File: config.mk
export PLATFORM = sky130hd
export DESIGN_NAME = ibx_exec
export DESIGN_NICKNAME = d
export VERILOG_FILES = /design/src/rtl/ibx_pkg.sv /design/src/rtl/ibx_exec.sv
export VERILOG_INCLUDE_DIRS = /design/src /design/src/rtl
export SDC_FILE = /design/constraint.sdc
export NUM_CORES = 1
export LEC_CHECK = 0
export ABC_AREA = 1
export BUFFER_PORTS_ARGS = -buffer_cell sky130_fd_sc_hd__buf_2
export CELL_PAD_IN_SITES_DETAIL_PLACEMENT = 0
export CELL_PAD_IN_SITES_GLOBAL_PLACEMENT = 2
export CORE_ASPECT_RATIO = 0.75
export CORE_MARGIN = 2
export CORE_UTILIZATION = 32
export CTS_CLUSTER_SIZE = 14
export DETAILED_ROUTE_END_ITERATION = 16
export PLACE_DENSITY_LB_ADDON = 0.1
export REMOVE_ABC_BUFFERS = 1
export SETUP_SLACK_MARGIN = 0.4
export SLEW_MARGIN = 20
export SYNTH_ARGS = -nofsm -noshare
export SYNTH_HDL_FRONTEND = slang
export SYNTH_SLANG_ARGS = --single-unit
File: constraint.sdc
create_clock -name mclk -period 14.5 [get_ports mclk]
set_input_delay 2.175 -clock mclk [delete_from_list [all_inputs] [get_ports mclk]]
set_output_delay 2.175 -clock mclk [all_outputs]
set_load 0.05 [all_outputs]
File: src/rtl/ibx_params.svh
// Purpose: Named constants for the integer/branch execute block
// Assumes: 32-bit datapath, standard 32-bit instruction encoding
// Notes: Opcode and function fields follow the usual 32-bit layout
`ifndef IBX_PARAMS_SVH
`define IBX_PARAMS_SVH
`define IBX_OP_SPECIAL 6'h00
`define IBX_OP_REGIMM 6'h01
`define IBX_OP_BEQ 6'h04
`define IBX_OP_BNE 6'h05
`define IBX_OP_BRANCH_NONPOSITIVE 6'h06
`define IBX_OP_BRANCH_POSITIVE 6'h07
`define IBX_OP_ADD_IMM_MODULAR 6'h09
`define IBX_OP_COP0 6'h10
`define IBX_OP_COP2 6'h12
`define IBX_OP_BEQL 6'h14
`define IBX_OP_BNEL 6'h15
`define IBX_OP_BLEZL 6'h16
`define IBX_OP_BGTZL 6'h17
`define IBX_OP_SPECIAL2 6'h1c
`define IBX_OP_SPECIAL3 6'h1f
`define IBX_OP_ADD_IMM_TO_PC 6'h3b
`define IBX_FN_SLL 6'h00
`define IBX_FN_DIV 6'h1a
`define IBX_FN_DIVIDE_UNSIGNED 6'h1b
`define IBX_FN_CLZ 6'h20
`define IBX_FN_CLO 6'h21
`define IBX_FN_EXT 6'h00
`define IBX_FN_INS 6'h04
`define IBX_FN_EXCEPTION_RETURN 6'h18
`define IBX_FN_DEBUG_RETURN 6'h1f
`define IBX_RT_BRANCH_NEGATIVE 5'h00
`define IBX_RT_BRANCH_NONNEG 5'h01
`define IBX_RT_BLTZL 5'h02
`define IBX_RT_BGEZL 5'h03
`define IBX_RT_BLTZAL 5'h10
`define IBX_RT_BRANCH_NONNEG_LINK 5'h11
`define IBX_RT_BLTZALL 5'h12
`define IBX_RT_BGEZALL 5'h13
`define IBX_RS_CFC 5'h02
`define IBX_RS_CTC 5'h06
`define IBX_RS_BC 5'h08
`define IBX_RS_MFMC0 5'h0b
`define IBX_RS_CO 5'h10
`define IBX_SA_EHB 5'h03
`define IBX_LINK_REG 5'h1f
`define IBX_LINK_OFS 32'h0000_0008
`define IBX_SR_IE 0
`define IBX_SR_EXL 1
`define IBX_SR_ERL 2
`define IBX_DIV_STEPS 6'h20
`define IBX_SR_RESET 32'h0000_0004
`define IBX_PC_STEP 32'h0000_0004
`endif

File: src/rtl/ibx_pkg.sv
// Purpose: Types shared by the integer/branch execute block
// Assumes: Included constants header provides the numbers
// Notes: Structs carry grouped operand and result signals
package ibx_pkg;
	typedef struct packed {
		logic [31:0] instr;
		logic [31:0] pc;
		logic [31:0] src_a;
		logic [31:0] src_b;
		logic compressed;
	} ibx_issue_t;
	typedef struct packed {
		logic wr_en;
		logic [4:0] wr_idx;
		logic [31:0] wr_data;
	} ibx_wb_t;
	typedef enum logic [1:0] {
		IBX_IDLE = 2'b00,
		IBX_DIV = 2'b01,
		IBX_BAR = 2'b11
	} ibx_state_t;
endpackage : ibx_pkg

File: src/rtl/ibx_exec.sv
// Purpose: Decode and execute for add-immediate, branch, count, field, divide and return ops
// Assumes: Operands are read from the register file the cycle the instruction is issued
// Notes: Divide is iterative and the hazard barrier stalls while hazards are pending; all other ops finish in the issue cycle
//
// What this block does
// RQ1 - Add immediate with wraparound, no overflow
// RQ2 - Compressed mode adds immediate to program counter
// RQ3 - Short branch always taken, adds offset
// RQ4 - Branch-always-link always taken, writes link
// RQ5 - Equal/not-equal branches compare two sources
// RQ6 - Nonnegative branch taken when sign clear
// RQ7 - Link forms write pc plus eight always
// RQ8 - Positive branch: sign clear and nonzero
// RQ9 - Nonpositive branch: sign set or zero
// RQ10 - Negative branch taken when sign set
// RQ11 - Likely branches nullify slot when untaken
// RQ12 - Coprocessor false branch taken on zero
// RQ13 - Coprocessor true branch taken on one
// RQ14 - Count leading zeros or leading ones
// RQ15 - Move control words to/from coprocessor
// RQ16 - Debug return loads pc, exits debug
// RQ17 - Interrupt toggles copy status, update enable
// RQ18 - Divide: quotient low, remainder high
// RQ19 - Hazard barrier stalls until hazards clear
// RQ20 - Exception return picks target, clears flags
// RQ21 - Field extract right-justifies selected field
// RQ22 - Field insert replaces only target field
// RQ23 - Unknown or absent-coprocessor ops trap
`include "ibx_params.svh"
`timescale 1ns/1ps
`default_nettype none
module ibx_exec
	import ibx_pkg::*;
(
	input wire logic mclk,
	input wire logic srst,
	input wire logic issue_valid,
	input wire ibx_issue_t issue,
	input wire logic cop_present,
	input wire logic [7:0] cop_cond,
	input wire logic [31:0] cop_ctrl_rdata,
	input wire logic hazard_pending,
	input wire logic [31:0] exc_return_pc,
	input wire logic [31:0] error_return_pc,
	input wire logic [31:0] debug_return_pc,
	output logic busy,
	output ibx_wb_t wb,
	output logic redirect,
	output logic [31:0] redirect_pc,
	output logic nullify_next,
	output logic cop_ctrl_we,
	output logic [4:0] cop_ctrl_idx,
	output logic [31:0] cop_ctrl_wdata,
	output logic [31:0] status_word,
	output logic link_reservation_flag,
	output logic debug_mode,
	output logic [31:0] result_high_word,
	output logic [31:0] result_low_word,
	output logic exc_reserved,
	output logic exc_cop_unusable
);
	logic [5:0] op;
	logic [5:0] fn;
	logic [4:0] rs;
	logic [4:0] rt;
	logic [4:0] rd;
	logic [4:0] sa;
	logic [31:0] imm_sx;
	logic [31:0] br_target;
	logic a_neg;
	logic a_zero;
	logic take;
	logic cond_br;
	logic likely;
	logic link;
	logic is_cop_op;
	logic valid_op;
	logic [31:0] ovr_data;
	logic [4:0] ovr_idx;
	logic ovr_we;
	logic do_exception_return;
	logic do_debug_return;
	logic do_di;
	logic do_ei;
	logic do_div;
	logic do_ehb;
	logic [5:0] lead_cnt;
	logic [31:0] field_mask;
	logic [31:0] next_status;
	logic [5:0] msb;
	logic go;
	ibx_state_t state;
	logic [5:0] div_cnt;
	logic [31:0] div_q;
	logic [31:0] div_r;
	logic [31:0] div_d;
	logic div_neg_q;
	logic div_neg_r;
	logic [33:0] div_trial;
	logic div_signed;

	// Field split of the issued word
	assign op = issue.instr[31:26];
	assign rs = issue.instr[25:21];
	assign rt = issue.instr[20:16];
	assign rd = issue.instr[15:11];
	assign sa = issue.instr[10:6];
	assign fn = issue.instr[5:0];
	assign imm_sx = {{16{issue.instr[15]}}, issue.instr[15:0]};
	assign br_target = issue.pc + `IBX_PC_STEP + {imm_sx[29:0], 2'b00};
	assign a_neg = issue.src_a[31];
	assign a_zero = (issue.src_a == 32'h0000_0000);
	// Nothing issues while a divide or barrier is in flight
	assign go = issue_valid && (state == IBX_IDLE);

	// Leading count: invert for ones so one priority scan serves both
	always_comb begin
		logic [31:0] v;
		v = (fn == `IBX_FN_CLO) ? ~issue.src_a : issue.src_a; // see RQ14
		lead_cnt = 6'h20;
		for (int i = 0; i < 32; i++) begin
			if (v[i]) begin
				lead_cnt = 6'(31 - i);
			end
		end
	end

	// Field mask from position and msb/lsb encodings
	always_comb begin
		msb = (fn == `IBX_FN_EXT) ? 6'({1'b0, rd}) : 6'({1'b0, rd} - {1'b0, sa});
		field_mask = 32'h0000_0000;
		for (int i = 0; i < 32; i++) begin
			if (i <= int'(msb)) begin
				field_mask[i] = 1'b1;
			end
		end
	end

	// Main decode: condition, link, writeback and side-effect selection
	always_comb begin
		take = 1'b0;
		cond_br = 1'b0;
		likely = 1'b0;
		link = 1'b0;
		is_cop_op = 1'b0;
		valid_op = 1'b1;
		ovr_we = 1'b0;
		ovr_idx = rt;
		ovr_data = 32'h0000_0000;
		do_exception_return = 1'b0;
		do_debug_return = 1'b0;
		do_di = 1'b0;
		do_ei = 1'b0;
		do_div = 1'b0;
		do_ehb = 1'b0;
		unique case (op)
			`IBX_OP_ADD_IMM_MODULAR: begin
				ovr_we = 1'b1;
				ovr_data = issue.src_a + imm_sx; // see RQ1
			end
			`IBX_OP_ADD_IMM_TO_PC: begin
				valid_op = issue.compressed; // see RQ2
				ovr_we = issue.compressed;
				ovr_data = issue.pc + imm_sx; // see RQ2
			end
			`IBX_OP_BEQ, `IBX_OP_BEQL: begin
				cond_br = 1'b1;
				likely = (op == `IBX_OP_BEQL);
				take = (issue.src_a == issue.src_b); // see RQ5 see RQ3
			end
			`IBX_OP_BNE, `IBX_OP_BNEL: begin
				cond_br = 1'b1;
				likely = (op == `IBX_OP_BNEL);
				take = (issue.src_a != issue.src_b); // see RQ5
			end
			`IBX_OP_BRANCH_POSITIVE, `IBX_OP_BGTZL: begin
				cond_br = 1'b1;
				likely = (op == `IBX_OP_BGTZL);
				take = !a_neg && !a_zero; // see RQ8
			end
			`IBX_OP_BRANCH_NONPOSITIVE, `IBX_OP_BLEZL: begin
				cond_br = 1'b1;
				likely = (op == `IBX_OP_BLEZL);
				take = a_neg || a_zero; // see RQ9
			end
			`IBX_OP_REGIMM: begin
				cond_br = 1'b1;
				likely = rt[1];
				link = rt[4];
				take = rt[0] ? !a_neg : a_neg; // see RQ6 see RQ10 see RQ4
				valid_op = (rt[3:2] == 2'b00) && (rt[4] == 1'b0 || rt[4:0] <= `IBX_RT_BGEZALL);
			end
			`IBX_OP_COP2: begin
				is_cop_op = 1'b1;
				if (rs == `IBX_RS_BC) begin
					cond_br = 1'b1;
					likely = rt[1];
					take = (cop_cond[rt[4:2]] == rt[0]); // see RQ12 see RQ13
				end else if (rs == `IBX_RS_CFC) begin
					ovr_we = 1'b1;
					ovr_data = cop_ctrl_rdata; // see RQ15
				end else begin
					valid_op = (rs == `IBX_RS_CTC) || rs[4];
				end
			end
			`IBX_OP_SPECIAL2: begin
				ovr_we = (fn == `IBX_FN_CLZ) || (fn == `IBX_FN_CLO);
				valid_op = ovr_we;
				ovr_idx = rd;
				ovr_data = {26'h0000000, lead_cnt}; // see RQ14
			end
			`IBX_OP_SPECIAL3: begin
				ovr_we = (fn == `IBX_FN_EXT) || (fn == `IBX_FN_INS);
				valid_op = ovr_we;
				if (fn == `IBX_FN_EXT) begin
					ovr_data = (issue.src_a >> sa) & field_mask; // see RQ21
				end else begin
					ovr_data = (issue.src_b & ~(field_mask << sa))
						| ((issue.src_a & field_mask) << sa); // see RQ22
				end
			end
			`IBX_OP_SPECIAL: begin
				do_div = (fn == `IBX_FN_DIV) || (fn == `IBX_FN_DIVIDE_UNSIGNED);
				do_ehb = (fn == `IBX_FN_SLL) && (issue.instr[25:6] == {15'h0000, `IBX_SA_EHB});
				valid_op = do_div || do_ehb || (issue.instr == 32'h0000_0000);
			end
			`IBX_OP_COP0: begin
				do_exception_return = (rs == `IBX_RS_CO) && (fn == `IBX_FN_EXCEPTION_RETURN);
				do_debug_return = (rs == `IBX_RS_CO) && (fn == `IBX_FN_DEBUG_RETURN);
				do_di = (rs == `IBX_RS_MFMC0) && !issue.instr[5];
				do_ei = (rs == `IBX_RS_MFMC0) && issue.instr[5];
				ovr_we = do_di || do_ei;
				ovr_data = status_word; // see RQ17
				valid_op = do_exception_return || do_debug_return || do_di || do_ei;
			end
			default: begin
				valid_op = 1'b0; // see RQ23
			end
		endcase
	end

	// Traps take priority; nothing trapped may write or redirect
	assign exc_reserved = go && !valid_op; // see RQ23
	assign exc_cop_unusable = go && valid_op && is_cop_op && !cop_present; // see RQ23

	// Writeback and redirect are handshake-style combinational results
	always_comb begin
		logic ok;
		ok = go && valid_op && !(is_cop_op && !cop_present);
		wb.wr_en = ok && (ovr_we || link);
		wb.wr_idx = link ? `IBX_LINK_REG : ovr_idx;
		wb.wr_data = link ? issue.pc + `IBX_LINK_OFS : ovr_data; // see RQ7 see RQ4
		redirect = ok && ((cond_br && take) || do_exception_return || do_debug_return);
		redirect_pc = br_target;
		if (do_exception_return) begin
			redirect_pc = status_word[`IBX_SR_ERL] ? error_return_pc : exc_return_pc; // see RQ20
		end else if (do_debug_return) begin
			redirect_pc = debug_return_pc; // see RQ16
		end
		nullify_next = ok && cond_br && likely && !take; // see RQ11 see RQ13
		cop_ctrl_we = ok && is_cop_op && (rs == `IBX_RS_CTC);
		cop_ctrl_idx = rd;
		cop_ctrl_wdata = issue.src_b; // see RQ15
	end

	// Status word, reservation flag and debug mode updates
	always_comb begin
		next_status = status_word;
		if (do_di || do_ei) begin
			next_status[`IBX_SR_IE] = do_ei; // see RQ17
		end
		if (do_exception_return) begin
			if (status_word[`IBX_SR_ERL]) begin
				next_status[`IBX_SR_ERL] = 1'b0;
			end else begin
				next_status[`IBX_SR_EXL] = 1'b0; // see RQ20
			end
		end
	end

	always_ff @(posedge mclk) begin
		if (srst) begin
			status_word <= `IBX_SR_RESET;
			link_reservation_flag <= 1'b0;
			debug_mode <= 1'b0;
		end else if (go && valid_op) begin
			status_word <= next_status;
			if (do_exception_return) begin
				link_reservation_flag <= 1'b0; // see RQ20
			end
			if (do_debug_return) begin
				debug_mode <= 1'b0; // see RQ16
			end
		end
	end

	// Restoring divider: magnitudes in, signs fixed at the end
	// Two guard bits keep the borrow visible even for divisors with bit 31 set
	assign div_trial = {1'b0, div_r, div_q[31]} - {2'b00, div_d};
	assign div_signed = (fn == `IBX_FN_DIV); // see RQ18
	assign busy = (state != IBX_IDLE);

	always_ff @(posedge mclk) begin
		if (srst) begin
			state <= IBX_IDLE;
			div_cnt <= 6'h00;
			div_q <= 32'h0000_0000;
			div_r <= 32'h0000_0000;
			div_d <= 32'h0000_0000;
			div_neg_q <= 1'b0;
			div_neg_r <= 1'b0;
			result_high_word <= 32'h0000_0000;
			result_low_word <= 32'h0000_0000;
		end else begin
			unique case (state)
				IBX_IDLE: begin
					if (go && do_div) begin
						div_q <= (div_signed && issue.src_a[31]) ? -issue.src_a : issue.src_a;
						div_d <= (div_signed && issue.src_b[31]) ? -issue.src_b : issue.src_b;
						div_neg_q <= div_signed && (issue.src_a[31] ^ issue.src_b[31]);
						div_neg_r <= div_signed && issue.src_a[31];
						div_r <= 32'h0000_0000;
						div_cnt <= `IBX_DIV_STEPS;
						state <= IBX_DIV;
					end else if (go && do_ehb && hazard_pending) begin
						state <= IBX_BAR; // see RQ19
					end
				end
				IBX_DIV: begin
					if (div_cnt == 6'h00) begin
						result_low_word <= div_neg_q ? -div_q : div_q; // see RQ18
						result_high_word <= div_neg_r ? -div_r : div_r; // see RQ18
						state <= IBX_IDLE;
					end else begin
						div_cnt <= div_cnt - 6'h01;
						if (!div_trial[33]) begin
							div_r <= div_trial[31:0];
							div_q <= {div_q[30:0], 1'b1};
						end else begin
							div_r <= {div_r[30:0], div_q[31]};
							div_q <= {div_q[30:0], 1'b0};
						end
					end
				end
				IBX_BAR: begin
					if (!hazard_pending) begin
						state <= IBX_IDLE; // see RQ19
					end
				end
				default: begin
					state <= IBX_IDLE;
				end
			endcase
		end
	end

	// Barrier holds issue off for as long as any hazard is outstanding
	barrier_hold_a: assert property (@(posedge mclk) disable iff (srst)
		(state == IBX_BAR && hazard_pending) |=> busy) else $error("barrier released early"); // see RQ19
	div_len_a: assert property (@(posedge mclk) disable iff (srst)
		(state == IBX_IDLE && go && do_div) |=> busy [*8]) else $error("divide too short"); // see RQ18
	add_imm_modular_sum_a: assert property (@(posedge mclk) disable iff (srst)
		(go && op == `IBX_OP_ADD_IMM_MODULAR) |-> (wb.wr_en && wb.wr_data == issue.src_a + imm_sx))
		else $error("add immediate wrong"); // see RQ1
	link_data_a: assert property (@(posedge mclk) disable iff (srst)
		(wb.wr_en && link) |-> (wb.wr_idx == `IBX_LINK_REG && wb.wr_data == issue.pc + `IBX_LINK_OFS))
		else $error("link value wrong"); // see RQ7
	likely_null_a: assert property (@(posedge mclk) disable iff (srst)
		nullify_next |-> !redirect) else $error("nullify with taken branch"); // see RQ11
	exception_return_flag_a: assert property (@(posedge mclk) disable iff (srst)
		(redirect && do_exception_return) |=> !link_reservation_flag) else $error("reservation not cleared"); // see RQ20
	ie_update_a: assert property (@(posedge mclk) disable iff (srst)
		(go && (do_di || do_ei)) |=> status_word[`IBX_SR_IE] == $past(do_ei))
		else $error("enable bit wrong"); // see RQ17
	trap_quiet_a: assert property (@(posedge mclk) disable iff (srst)
		(exc_reserved || exc_cop_unusable) |-> (!wb.wr_en && !redirect && !cop_ctrl_we))
		else $error("trapped op had effect"); // see RQ23
	debug_return_exit_a: assert property (@(posedge mclk) disable iff (srst)
		(redirect && do_debug_return) |-> (redirect_pc == debug_return_pc) ##1 !debug_mode)
		else $error("debug return wrong"); // see RQ16
endmodule : ibx_exec
`default_nettype wire

### After elaboration in Yosys (flattened, before gate mapping)

Index checks and enable logic that the tools add are counted.

* register bits after elaboration: 172
* RAM bits: 0
* output and inout bits: 211
* memories: 0
* bits in latches: 0
* bits in read-only memories: 0

* multiply operators: 0
* equal/unequal tests: 38
* reduce and logical (&&, ||, !) cells: 72
* add/sub/neg operators: 12
* multiplexer cells: 118
* div/mod/pow operators: 0
* magnitude comparators: 33
* shift-type cells: 3
* bitwise gates (word level): 8

Operator list (number)
* 32-bit 2-to-1 mux: 17
* 6-bit 2-to-1 mux: 35
* 32-bit case mux with 6 select lines: 1
* 32-bit negation: 4
* 32-bit case mux with 2 select lines: 2
* 32-bit adder: 3
* 32-bit bitwise AND: 3
* 5-bit by 6-bit less-or-equal comparator with 1-bit output, first input constant: 16
* 6-bit by 5-bit equality test with 1-bit output, second input constant: 12
* 32-bit zero test: 2
* 32-bit inverter: 2
* 32-bit by 5-bit << shifter with 32-bit output: 2
* 1-bit 2-to-1 mux: 49
* 4-bit by 6-bit less-or-equal comparator with 1-bit output, first input constant: 8
* 33-bit by 32-bit subtractor with 34-bit output: 1
* 32-bit by 3-bit adder with 32-bit output, second input constant: 1
* 32-bit by 4-bit adder with 32-bit output, second input constant: 1
* 32-bit equality test: 1
* 32-bit != test: 1
* 32-bit OR: 1
* 32-bit by 5-bit >> shifter with 32-bit output: 1
* 6-bit by 3-bit equality test with 1-bit output, second input constant: 5
* 1-bit logical AND: 28
* 3-bit by 6-bit less-or-equal comparator with 1-bit output, first input constant: 4
* other kinds (39): 84

### Depth between registers and ports, before layout

* word-level depth: 36
* mapped depth: 37

### Worst setup path after synthesis

No wires, ideal clock.

* path kind: input-to-output
* start point: input issue[126] (netlist name)
* end point: output wb[28] (netlist name)
* path slack: 5794 ps
* stages on the path: 32
* arrival: 6531 ps
* path through: inv_1 nor2_1 inv_1 nor4_1 clkbuf_1 clkbuf_1 nand2_1 o21ai_0 ha_1 inv_1 fa_1 inv_1 a21oi_1 o21bai_1 nand2_1 nand2_1 a21oi_1 or2_1 nand2_1 a21oi_1 o21ai_1 a21oi_1 o21ai_1 nand2_1 o21ai_1 nand2_1 nand2_1 nand3_1 nand2_1 a21oi_1 o21ai_0 nand4_1

RTL lines
* start: declaration: line ibx_exec.sv:38 `input wire ibx_issue_t issue,`
* end: declaration: line ibx_exec.sv:47 `output ibx_wb_t wb,`

==> flow_summary.ini <==
[placed_design]
placed_cells = 5217
port_buffers = 448
gp_congestion = 0.9917
postPlaceCellArea_um2 = 26390
post-place-ws_ps = 5226
place_hpwl_um = 99610

[yosys]
ys_seq_area_share_pct = 14.43
ys_types = 75
synthCells = 4016
synth_top_family_by_area = compound AO/OA/AOI/OAI gates
synth_fa_ha_area_share_pct = 7.206
netlist_area_um2 = 23860
yosys.area_share.simple_pct = 26.72
synth_top_area_cell = dfxtp_1
ys_seq_elements = 172
synth_top_area_share_pct = 14.43
synth-xor-area-share_pct = 7.086
synth-edff-count = 0
synthMuxAreaShare_pct = 1.804
synth_area_leaders = dfxtp_1 14%, nand2_1 13%, o21ai_0 9.4%, a21oi_1 7.0%, inv_1 7.0%
synth_flop_cell = dfxtp_1
yosysMostFrequentCell = nand2_1
synth_area_per_cell_um2 = 5.940
synth_compound_area_share_pct = 29.59
async_flop_share_pct = 0
synth_common_cells = 825 x nand2_1, 449 x o21ai_0, 443 x inv_1
ys.warnings.count = 0

[die]
fp.coreArea_um2 = 73600
initial_core_util_pct = 32.41
die_w_um = 319.3
die_h_um = 240.5
die-area_um2 = 76770
rows = 86
io-pin-count = 481

[detailed_routing]
via_per_inst = 5.408
wl_um = 122800
vias = 28410
routedWlPerCell_um = 23.37
drc_errors = 0
dr.first_iter.drc_count = 3169
dr.pass1.iters = 5
ant_nets = 0

[timing]
maxSlewViolCount = 0
max_slew_margin_pct = 24.31
fin_crit_ps = 9409
setup_viol = 0
fin_setup_tns_ps = 0
hold-worst-slack_ps = 478.5
layout_setup_ws_ps = 5091
hold_viol = 0
finalCritPeriodShare_pct = 64.89
fmax_mhz = 106.3
fin_skew_ps = 12.10
rsz0062_at_grt = false
tightest_slew_ps = 1123

[worst_setup_path]
cp-end-kind = output port
crit_cells = 21
critPathKind = input pin to output port
rr_startpoint = div_q[31]
startpoint = issue[105]
crit_path_max_fanout = 15
rr_worst_depth = 23
path_buf_inv = 4
crit_end = wb[25]
slowest_stage = ha_1
crit_top_cell = nand2_1
crit_family = compound AO/OA/AOI/OAI gates
crit_chain = buf_2 > clkinv_1 > ha_1 > a21oi_1 > nand2_1 > nand2_1 > a21boi_1 > nor3_4 > nor2_8 > nand2_1 > inv_1 > a41oi_1 > nand2_1 > nand2_1 > nand2_1 > o21ai_1 > a22oi_1 > a21oi_1 > nor2_1 > o2111ai_2 > buf_2
cp_data_required_time_ps = 12320
reg2reg_to = div_r[30]
cp.arrival_ps = 7230
max_stage_delay_ps = 530
r2r_slack_ps = 10450
crit_path_start_kind = input pin

[global_route]
grt_max_degree = 77
grt_pass1_wl_um = 176600
grt_pass1_vias = 25250
antenna_found_initial = 10
overflow = 0
track_usage_pct = 30.82

[hold_path]
min_path_type = register to register
min-delay-start = status_word[0]
holdPathStages = 2

[clock_network]
ctsHoldBuffers = 0
cts_setup_buffers = 0
root_buffer = clkbuf_16
worstSkewPairLatency_ps = 450
numCtsBuffers = 17
cts.clk_slew.worst_paths_ps = 70
cts.sinks = 172
cts_tree = built
ctsResizeCount = 0
ctsHtreeMaxLevel = 4
cts_buffer_depth = 2

[layout]
fin_cells = 5253
fin_nets = 4673
drive_gt1_share_pct = 14.95
synthToLayoutAreaGrowth_pct = 13.44
final_area_um2 = 27060
nFillCells = 8496
postLayoutCoreUtil_pct = 36.77

[status]
outcome = completed

[pwr]
p_per_area_nw_per_um2 = 68.63
p_total_mw = 1.858
ir_worst_vdd_mv = 0.06147
p_leak_nw = 13.35

[job]
cap_violations = 0
-- layout by cell type, fill, tap and decap left out, types with 18 or more instances in the layout --
cell	count
buf_2	447
xnor2_1	66
mux2i_1	43
o21ai_0	449
xor2_1	127
nand3_1	133
o21ai_1	89
nor2_1	325
buf_4	41
a21oi_1	336
or2_2	31
dfxtp_1	171
o31ai_1	19
nor4_1	18
o211ai_1	110
inv_2	19
nand2_1	822
nand4_1	44
ha_1	131
a31oi_1	22
o22ai_1	28
nor3_1	77
conb_1	32
a211oi_1	18
inv_1	440
-- power breakdown --
group,switching (mW),internal [mW]
logic,0.637,0.226
clock network,0.215,0.308
registers,0.0000923,0.472
-- worst reg2reg max path, cell delays in order, from the launching register on --
cell and delay (ps):
dfxtp_1 300, buf_4 180, inv_1 80, ha_1 160, inv_1 110, fa_1 420, nand3_1 80, nand2_1 110
nand2_1 90, nand2_1 90, a21boi_1 210, o21ai_1 120, a21boi_0 300, o21ai_1 140, a21boi_1 230, o21ai_1 160
a21oi_2 230, o21ai_1 140, a21oi_1 270, o21ai_1 120, xor2_1 140, nand2_1 60, nand2_1 80, a21oi_1 50
-- cell type report --
type                            count  area, µm²  share of cell area [%]
Multi-Input combinational cell   3121      17450                   64.46
Sequential cell                   172       3445                   12.73
Timing Repair Buffer              488       2545                   9.404
Inverter                          468       1762                   6.509
Tap cell                          968       1211                   4.475
Clock buffer                       18      429.2                   1.586
Clock inverter                     13      214.0                  0.7906
Antenna cell                        5      12.51                 0.04623
-- routing by layer --
layer / up-vias / routed length (µm) / global-route usage, %
li1: 14010 / - / -
met1: 13110 / 60630 / 47.25
met2: 1176 / 48500 / 43.29
met3: 108 / 11460 / 6.739
met4: 8 / 2132 / 5.775
met5: - / 58 / 0
-- sequential cells by signal, summed over array words and instances (netlist names) --
register	flops
div_cnt	6
result_low_word	32
div_q	32
div_neg_r	1
div_r	32
div_d	32
state	2
status_word	2
div_neg_q	1
result_high_word	32
-- logic make-up after synthesis --
group | after synthesis
fa+ha+maj | 135
flops | 172
simple gates | 1503
xor+xnor | 193
other cells | 1
mux | 43
compound gates | 1215
buf+inv | 754
-- worst min-delay path by stage --
stage                           to  slack (ps)
floorplan                div_d[14]         440
global placement    status_word[0]         480
detailed placement  status_word[0]         470
CTS                 status_word[0]         490
global route             div_d[20]         500
finish              status_word[0]         480
No activity file was read; power rests on OpenSTA's default activity.
